`src/tk_pkg.sv`:
```
// Package with register map, field positions and reset values of the tick timer.
package tk_pkg;
	localparam int unsigned TK_CNT_W = 24;
	localparam int unsigned TK_REF_DIV = 8;
	localparam logic [7:0] TK_OFS_CTRL = 8'h00;
	localparam logic [7:0] TK_OFS_RELOAD = 8'h04;
	localparam logic [7:0] TK_OFS_CURRENT = 8'h08;
	localparam logic [7:0] TK_OFS_CALIB = 8'h0C;
	localparam logic [7:0] TK_OFS_IRQ_STAT = 8'h10;
	localparam logic [7:0] TK_OFS_IRQ_MASK = 8'h14;
	localparam int unsigned TK_BIT_ENABLE = 0;
	localparam int unsigned TK_BIT_REQ_EN = 1;
	localparam int unsigned TK_BIT_SRC = 2;
	localparam int unsigned TK_BIT_WRAP = 16;
	localparam int unsigned TK_BIT_NO_REFERENCE_INDICATOR = 31;
	localparam int unsigned TK_BIT_INEXACT = 30;
	localparam int unsigned TK_IRQ_W = 2;
	localparam int unsigned TK_IRQ_TICK = 0;
	localparam int unsigned TK_IRQ_WRAP = 1;
	localparam logic [2:0] TK_CTRL_RST = 3'h0;
	localparam logic [23:0] TK_RELOAD_RST = 24'h00_0000;
	localparam logic [23:0] TK_CNT_RST = 24'h00_0000;
	localparam logic [23:0] TK_CNT_ONE = 24'h00_0001;
	localparam logic [23:0] TK_CAL_DEFAULT = 24'h00_0000;
	localparam logic [1:0] TK_IRQ_RST = 2'h0;
	localparam logic [3:0] TK_SEL_WORD = 4'hF;
	localparam logic [31:0] TK_DAT_ZERO = 32'h0000_0000;
	typedef enum logic [1:0] {
		TK_BUS_IDLE = 2'b01,
		TK_BUS_ACK = 2'b10
	} tk_bus_state_t;
endpackage

```
`src/tk_ref_div.sv`:
```
// Reference tick source: one strobe every DIV core clocks.
`timescale 1ns/1ps
module tk_ref_div #(
	parameter int unsigned DIV = 8
) (
	// Clock and reset.
	input wire logic CLK,
	input wire logic RESET,
	// Advance only while the controller clock runs.
	input wire logic RUN,
	// One-cycle strobe at the reference rate.
	output logic STROBE
);
	localparam int unsigned W = $clog2(DIV);
	localparam logic [W-1:0] LAST = W'(DIV - 1);
	logic [W-1:0] div_q;
	logic strobe_q;
	wire at_last = (div_q == LAST);

	always_ff @(posedge CLK) begin
		if (RESET) begin
			div_q <= '0;
			strobe_q <= 1'b0;
		end else begin
			if (RUN) begin
				div_q <= at_last ? '0 : div_q + W'(1);
			end
			strobe_q <= RUN & at_last;
		end
	end

	assign STROBE = strobe_q;
endmodule

```
`src/tk_sync.sv`:
```
// Two-flop synchroniser for a level arriving from outside the clock domain.
`timescale 1ns/1ps
module tk_sync (
	// Clock and reset.
	input wire logic CLK,
	input wire logic RESET,
	// Level in and out.
	input wire logic ASYNC_IN,
	output logic SYNC_OUT
);
	logic meta_q;
	logic sync_q;

	always_ff @(posedge CLK) begin
		if (RESET) begin
			meta_q <= 1'b0;
			sync_q <= 1'b0;
		end else begin
			meta_q <= ASYNC_IN;
			sync_q <= meta_q;
		end
	end

	assign SYNC_OUT = sync_q;
endmodule

```
`src/tk_timer.sv`:
```
// Down-counting periodic tick timer with a classic Wishbone register slave.
//
// Decided for this implementation: the address map and the Wishbone slave port.
`timescale 1ns/1ps
// Functional notes
// The wrap flag and exception request fire only on the step from one to zero.
// The reload field holds one up to all ones, and a zero reload is accepted but never ticks.
// Software programs N minus one into reload for a tick every N counting clocks.
// A current-value read returns the live count in bits 23:0 with zeros above.
// Any write to the current value clears the count and the wrap flag and raises no request.
// Calibration bit 31 reads zero, showing a reference clock at one eighth of the core clock.
// Calibration bit 30 reads one, showing the millisecond calibration is inexact.
// Calibration bits 23:0 return a fixed millisecond reload constant.
// The counter moves only while the controller clock runs and holds its value when stopped.
// Software uses full 32-bit word accesses only.
// After reset software writes reload, then clears current, then writes control.
// When enabled the count falls to zero, reloads on the next step, and keeps counting.
// Control bit 16 shows a wrap since the last control read, and that read clears it.
// Control bit 2 picks the source: zero the reference clock, one the core clock.
// Control bit 1 gates whether reaching zero raises the tick exception request.
// Control bit 0 enables counting when set and holds the count when clear.
module tk_timer
	import tk_pkg::*;
#(
	parameter logic [23:0] CAL_VALUE = TK_CAL_DEFAULT,
	parameter int unsigned REF_DIV = TK_REF_DIV
) (
	// Clock and reset.
	input wire logic CLK,
	input wire logic RESET,
	// Wishbone slave.
	input wire logic WB_CYC_I,
	input wire logic WB_STB_I,
	input wire logic WB_WE_I,
	input wire logic [7:0] WB_ADR_I,
	input wire logic [3:0] WB_SEL_I,
	input wire logic [31:0] WB_DAT_I,
	output logic [31:0] WB_DAT_O,
	output logic WB_ACK_O,
	// Controller clock running, low while stopped for low power.
	input wire logic CLK_RUN,
	// Tick exception request and interrupt.
	output logic TICK_REQ,
	output logic IRQ
);
	tk_bus_state_t bus_q;
	tk_bus_state_t bus_d;
	logic [2:0] ctrl_q;
	logic [2:0] ctrl_d;
	logic [23:0] reload_q;
	logic [23:0] reload_d;
	logic [23:0] cnt_q;
	logic [23:0] cnt_d;
	logic wrap_q;
	logic wrap_d;
	logic [TK_IRQ_W-1:0] stat_q;
	logic [TK_IRQ_W-1:0] stat_d;
	logic [TK_IRQ_W-1:0] mask_q;
	logic [TK_IRQ_W-1:0] mask_d;
	logic [31:0] rdat_q;
	logic [31:0] rdat_d;
	logic ack_q;
	logic req_q;
	logic irq_q;
	logic run_s;
	logic ref_stb;

	function automatic logic hit(input logic [7:0] adr, input logic [7:0] ofs);
		hit = (adr == ofs);
	endfunction

	tk_sync u_run_sync (
		.CLK(CLK),
		.RESET(RESET),
		.ASYNC_IN(CLK_RUN),
		.SYNC_OUT(run_s)
	);

	tk_ref_div #(
		.DIV(REF_DIV)
	) u_ref_div (
		.CLK(CLK),
		.RESET(RESET),
		.RUN(run_s),
		.STROBE(ref_stb)
	);

	// Bus decode: a request is served once, in the idle state.
	wire req_take = WB_CYC_I & WB_STB_I & (bus_q == TK_BUS_IDLE);
	wire wr_take = req_take & WB_WE_I & (WB_SEL_I == TK_SEL_WORD);
	wire rd_take = req_take & ~WB_WE_I;
	wire sel_ctrl = hit(WB_ADR_I, TK_OFS_CTRL);
	wire sel_reload = hit(WB_ADR_I, TK_OFS_RELOAD);
	wire sel_cur = hit(WB_ADR_I, TK_OFS_CURRENT);
	wire sel_calib = hit(WB_ADR_I, TK_OFS_CALIB);
	wire sel_stat = hit(WB_ADR_I, TK_OFS_IRQ_STAT);
	wire sel_mask = hit(WB_ADR_I, TK_OFS_IRQ_MASK);
	wire wr_ctrl = wr_take & sel_ctrl;
	wire wr_reload = wr_take & sel_reload;
	wire wr_cur = wr_take & sel_cur;
	wire wr_stat = wr_take & sel_stat;
	wire wr_mask = wr_take & sel_mask;
	wire rd_ctrl = rd_take & sel_ctrl;

	// Counting step: enable, running controller clock, and the chosen source.
	wire src_tick = ctrl_q[TK_BIT_SRC] ? 1'b1 : ref_stb;
	wire step = ctrl_q[TK_BIT_ENABLE] & run_s & src_tick;
	wire at_zero = (cnt_q == TK_CNT_RST);
	wire at_one = (cnt_q == TK_CNT_ONE);
	wire wrap_ev = step & at_one & ~wr_cur;
	wire tick_ev = wrap_ev & ctrl_q[TK_BIT_REQ_EN];

	// Register views for reads.
	wire [31:0] v_ctrl = {15'h0000, wrap_q, 13'h0000, ctrl_q};
	wire [31:0] v_reload = {8'h00, reload_q};
	wire [31:0] v_cur = {8'h00, cnt_q};
	wire [31:0] v_calib = {1'b0, 1'b1, 6'h00, CAL_VALUE};
	wire [31:0] v_stat = {{(32 - TK_IRQ_W){1'b0}}, stat_q};
	wire [31:0] v_mask = {{(32 - TK_IRQ_W){1'b0}}, mask_q};

	always_comb begin
		rdat_d = TK_DAT_ZERO;
		if (rd_take) begin
			if (sel_ctrl) begin
				rdat_d = v_ctrl;
			end else if (sel_reload) begin
				rdat_d = v_reload;
			end else if (sel_cur) begin
				rdat_d = v_cur;
			end else if (sel_calib) begin
				rdat_d = v_calib;
			end else if (sel_stat) begin
				rdat_d = v_stat;
			end else if (sel_mask) begin
				rdat_d = v_mask;
			end else begin
				rdat_d = TK_DAT_ZERO;
			end
		end
	end

	always_comb begin
		case (bus_q)
			TK_BUS_IDLE: begin
				bus_d = (WB_CYC_I & WB_STB_I) ? TK_BUS_ACK : TK_BUS_IDLE;
			end
			TK_BUS_ACK: begin
				bus_d = TK_BUS_IDLE;
			end
			default: begin
				bus_d = TK_BUS_IDLE;
			end
		endcase
	end

	// Control fields and reload value.
	assign ctrl_d = wr_ctrl ? WB_DAT_I[2:0] : ctrl_q;
	assign reload_d = wr_reload ? WB_DAT_I[23:0] : reload_q;

	// Counter: write clears, zero reloads, otherwise counts down.
	always_comb begin
		cnt_d = cnt_q;
		if (wr_cur) begin
			cnt_d = TK_CNT_RST;
		end else if (step) begin
			if (at_zero) begin
				cnt_d = reload_q;
			end else begin
				cnt_d = cnt_q - TK_CNT_ONE;
			end
		end
	end

	// Wrap flag: a wrap in the same cycle as a control read wins; a current write blocks the wrap.
	always_comb begin
		wrap_d = wrap_q;
		if (rd_ctrl | wr_cur) begin
			wrap_d = 1'b0;
		end
		if (wrap_ev) begin
			wrap_d = 1'b1;
		end
	end

	// Interrupt status: write one to clear, new events win.
	wire [TK_IRQ_W-1:0] ev_vec = {wrap_ev, tick_ev};
	wire [TK_IRQ_W-1:0] clr_vec = wr_stat ? WB_DAT_I[TK_IRQ_W-1:0] : '0;
	assign stat_d = (stat_q & ~clr_vec) | ev_vec;
	assign mask_d = wr_mask ? WB_DAT_I[TK_IRQ_W-1:0] : mask_q;

	always_ff @(posedge CLK) begin
		if (RESET) begin
			bus_q <= TK_BUS_IDLE;
			ack_q <= 1'b0;
			rdat_q <= TK_DAT_ZERO;
		end else begin
			bus_q <= bus_d;
			ack_q <= req_take;
			rdat_q <= rdat_d;
		end
	end

	always_ff @(posedge CLK) begin
		if (RESET) begin
			ctrl_q <= TK_CTRL_RST;
			reload_q <= TK_RELOAD_RST;
			cnt_q <= TK_CNT_RST;
			wrap_q <= 1'b0;
		end else begin
			ctrl_q <= ctrl_d;
			reload_q <= reload_d;
			cnt_q <= cnt_d;
			wrap_q <= wrap_d;
		end
	end

	always_ff @(posedge CLK) begin
		if (RESET) begin
			stat_q <= TK_IRQ_RST;
			mask_q <= TK_IRQ_RST;
			req_q <= 1'b0;
			irq_q <= 1'b0;
		end else begin
			stat_q <= stat_d;
			mask_q <= mask_d;
			req_q <= tick_ev;
			irq_q <= |(stat_d & mask_d);
		end
	end

	assign WB_DAT_O = rdat_q;
	assign WB_ACK_O = ack_q;
	assign TICK_REQ = req_q;
	assign IRQ = irq_q;
endmodule

```
`config.mk`:
```
export PLATFORM = sky130hd
export DESIGN_NAME = tk_timer
export DESIGN_NICKNAME = d
export VERILOG_FILES = /design/src/tk_pkg.sv /design/src/tk_ref_div.sv /design/src/tk_sync.sv /design/src/tk_timer.sv
export SDC_FILE = /design/constraint.sdc
export NUM_CORES = 1
export LEC_CHECK = 0
export ABC_AREA = 1
export CAP_MARGIN = 20
export CORE_MARGIN = 10
export CORE_UTILIZATION = 55
export DETAILED_ROUTE_END_ITERATION = 10
export DONT_BUFFER_PORTS = 1
export GPL_TIMING_DRIVEN = 0
export PLACE_DENSITY = 0.72
export SLEW_MARGIN = 20
export SYNTH_ARGS = -nofsm -noshare
export SYNTH_HDL_FRONTEND = slang
export SYNTH_SLANG_ARGS = --single-unit
```
`constraint.sdc`:
```
create_clock -name CLK -period 2 [get_ports CLK]
set_input_delay 0.1 -clock CLK [delete_from_list [all_inputs] [get_ports CLK]]
set_output_delay 0.1 -clock CLK [all_outputs]
set_load 0.02 [all_outputs]
```
==> results.ini <==
[sta]
tns_ns=0
fin_skew_ns=0.00874
finalMaxSlewViolations=0
hold_violations=0
min_period_over_period=0.934
slew_headroom=0.539
min_period_ns=1.87
setup_viol=0
rsz0062_at_grt=false
max_freq_ghz=0.535
worst_pin_slew_ns=0.691

[die]
placementRows=32
die_y_um=110
initial_core_util=0.573
die_w_um=110
ios=85
core_area_um2=7810
dieArea_um2=12100

[routing]
via_per_inst=5.59
wirelength_mm=13.4
antenna_left=0
vias=4392
drt_iter0_drc=455
wl_per_cell_um=17.0
firstDrtPassIters=5
drc=0

[grt]
grt_pass1_wl_mm=21.3
grt-ovfl-total=0
grt_usage=0.225
antenna_found_initial=0
grt_pass1_vias=4051
grt_max_degree=17

[place]
port_buffers=0
gp_congestion=0.950
dp_hpwl_mm=9.78

[critical_path]
r2r_cells=10
cpMaxStageDelayCell=dfxtp_1
critPathBufInv=2
arrival_ns=2.13
max_stage_delay_ns=0.35
crit_path_end_kind=flop
cp-start-kind=flop
crit_fanout=10
cp_cell_sequence=inv_1, ha_2, nand2_2, nor2_4, nand3_4, buf_6, nor2_1, nor2_1, nand2_1, a21oi_1
crit_type=flop to flop
crit_required_ns=2.26
crit_family=simple AND/OR/NAND/NOR gates
crit_path_frequent_cell=nor2_1
path_depth=10

[clocking]
clockBufferDepth=2
h-tree-depth=3
clockRootBuffer=clkbuf_8
insertion_delay_ns=0.36
cts_tree=yes
postCtsSetupRepairBufs=0
numCtsBuffers=9
clk_pin_slew_ns=0.09
cts_sinks=92

[synth]
yosys_warnings=0
synth_edf_count=0
synth_seq_cells=92
synth.distinct_cells=34
synth_area_um2=4480
synthCells=628
syn_area_per_cell_um2=7.13
postSynth.asyncResetShare=0
synth_top_flop_cell=dfxtp_1
seq_area_frac_synth=0.411

[power]
ir_worst_vdd_uv=456
p_leak_uw=0.00218
switching_share=0.231
p_comb_frac=0.047
p_int_uw=2660
pwr_density_cell_nw_per_um2=663
seq_power_share=0.533
p_total_uw=3460
p_clk_frac=0.420
p_sw_uw=797

[status]
outcome=complete, no violations

[worst_hold_path]
hold_class=primary input to flop
whs_path_depth=3

[flow_run]
max-cap-violations=0

[final_layout]
regArea_um2=1840
multi_input_area_um2=2300
antenna_cells=0
area_growth_pct=16.6
nNetsFinal=733
fill_cells=691
drive_gt1_frac=0.101

## synth_stat cells, types with 3 or more instances
master,instances,share of area
nor3_2,17,0.038
a21oi_1,57,0.064
ha_1,4,0.011
nor2_1,101,0.085
xor2_1,4,0.0078
buf_6,3,0.0075
nor2_4,6,0.015
inv_1,52,0.044
clkbuf_1,16,0.013
nor3_1,31,0.035
o21ai_1,3,0.0034
buf_4,9,0.015
nand2_1,129,0.11
nand3_1,40,0.045
o21ai_0,26,0.029
dfxtp_1,92,0.41
o211ai_1,8,0.013
## state kept, by name, indices dropped and copies added, names as in the netlist
name / flops
reload_q: 24
u_ref_div.STROBE: 1
WB_ACK_O: 1
bus_q: 2
TICK_REQ: 1
cnt_q: 24
mask_q: 2
wrap_q: 1
u_ref_div.div_q: 3
IRQ: 1
stat_q: 2
u_run_sync.meta_q: 1
u_run_sync.SYNC_OUT: 1
WB_DAT_O: 25
ctrl_q: 3
## placed cells by master, fill, tap and decap left out, types with 2 or more instances in the layout
cell type and instances:
nand3_1 39, dlygate4sd3_1 34, nand3_4 2, nor3_2 17, clkbuf_8 10, o21ai_1 3, o21ai_0 26, buf_4 9
xor2_1 4, nor2_1 100, conb_1 7, clkbuf_1 16, bufinv_16 2, nor2_4 7, nor2_2 2, a21oi_1 57
nand2_2 2, a22o_1 2, dfxtp_1 92, nand2_1 129, inv_1 52, nand3b_1 2, buf_6 3, nor3_4 2
ha_1 3, nand3_2 3, a211oi_1 2, nand4_1 2, o22ai_1 2, o211ai_1 8, xnor2_1 2, nor3_1 31
## cell families after synthesis
family	count (synthesis)	share of synthesized area
xor gates and xnor gates	6	0.0117
AOI/OAI and AO/OA	102	0.123
adders and majority gates	4	0.0112
buffers and inverters	84	0.0836
and+or+nand+nor	339	0.358
DFF	92	0.411
other	1	0.000838
## stage by stage
stage	instance area [um^2]	setup slack, ns	cells	hold WS (ns)	util
6_report	5220	0.132	786	0.0445	0.668
5_1_grt	5220	0.00572	786	0.0572	0.668
4_1_cts	5200	0.0352	786	0.0269	0.666
3_5_place_dp	4630	0.0586	736	0.190	0.593
3_3_place_gp	4630	0.0617	736	0.187	0.593
2_1_floorplan	4500	0.448	634	0.184	-
## metal layers
metal  global-route usage  routed length [um]
met1                0.312                5810
met3               0.0551                1540
met2                0.343                5910
met4               0.0541                 135
met5                    0                   0
## power by group through the flow
stage | combinational (uW) | sequential, uW | clock [uW]
after detailed placement | 101 | 1890 | 0
after global routing | 178 | 1840 | 1520
after CTS | 158 | 1840 | 1460
after global placement | 98.3 | 1890 | 0
after floorplan | 79.9 | 1880 | 0
final | 164 | 1840 | 1450
## worst reg2reg max path, cell delays in order, from the launching register on
cell and delay, ns:
dfxtp_1 0.35, inv_1 0.11, ha_2 0.26, nand2_2 0.14
nor2_4 0.22, nand3_4 0.18, buf_6 0.20, nor2_1 0.12
nor2_1 0.06, nand2_1 0.09, a21oi_1 0.05
## cell type report
class | instances | area share
plain buffers | 30 | 0.0333
clock buffers | 10 | 0.0264
clock inverters | 6 | 0.0180
inverters | 54 | 0.0393
multi-input cells | 458 | 0.440
flip-flops and latches | 92 | 0.353
well taps | 102 | 0.0245
repair buffers | 34 | 0.0652
## final timing paths
| check | endpoint | slack [ns] | start |
|---|---|---|---|
| max | cnt_q[14] | 0.13 | cnt_q[0] |
| min | WB_DAT_O[30] | 0.04 | WB_ADR_I[5] |
| max reg2reg | cnt_q[14] | 0.13 | cnt_q[0] |
| min reg2reg | u_run_sync.SYNC_OUT | 0.42 | u_run_sync.meta_q |
## timing repair
action                                  4_1_cts  5_1_grt
endpoints found under the hold margin        46        0
hold buffers                                 34        0
gates resized for setup                       0        6
endpoints found under the setup margin        0       25
(Power assumes the default switching activity.)
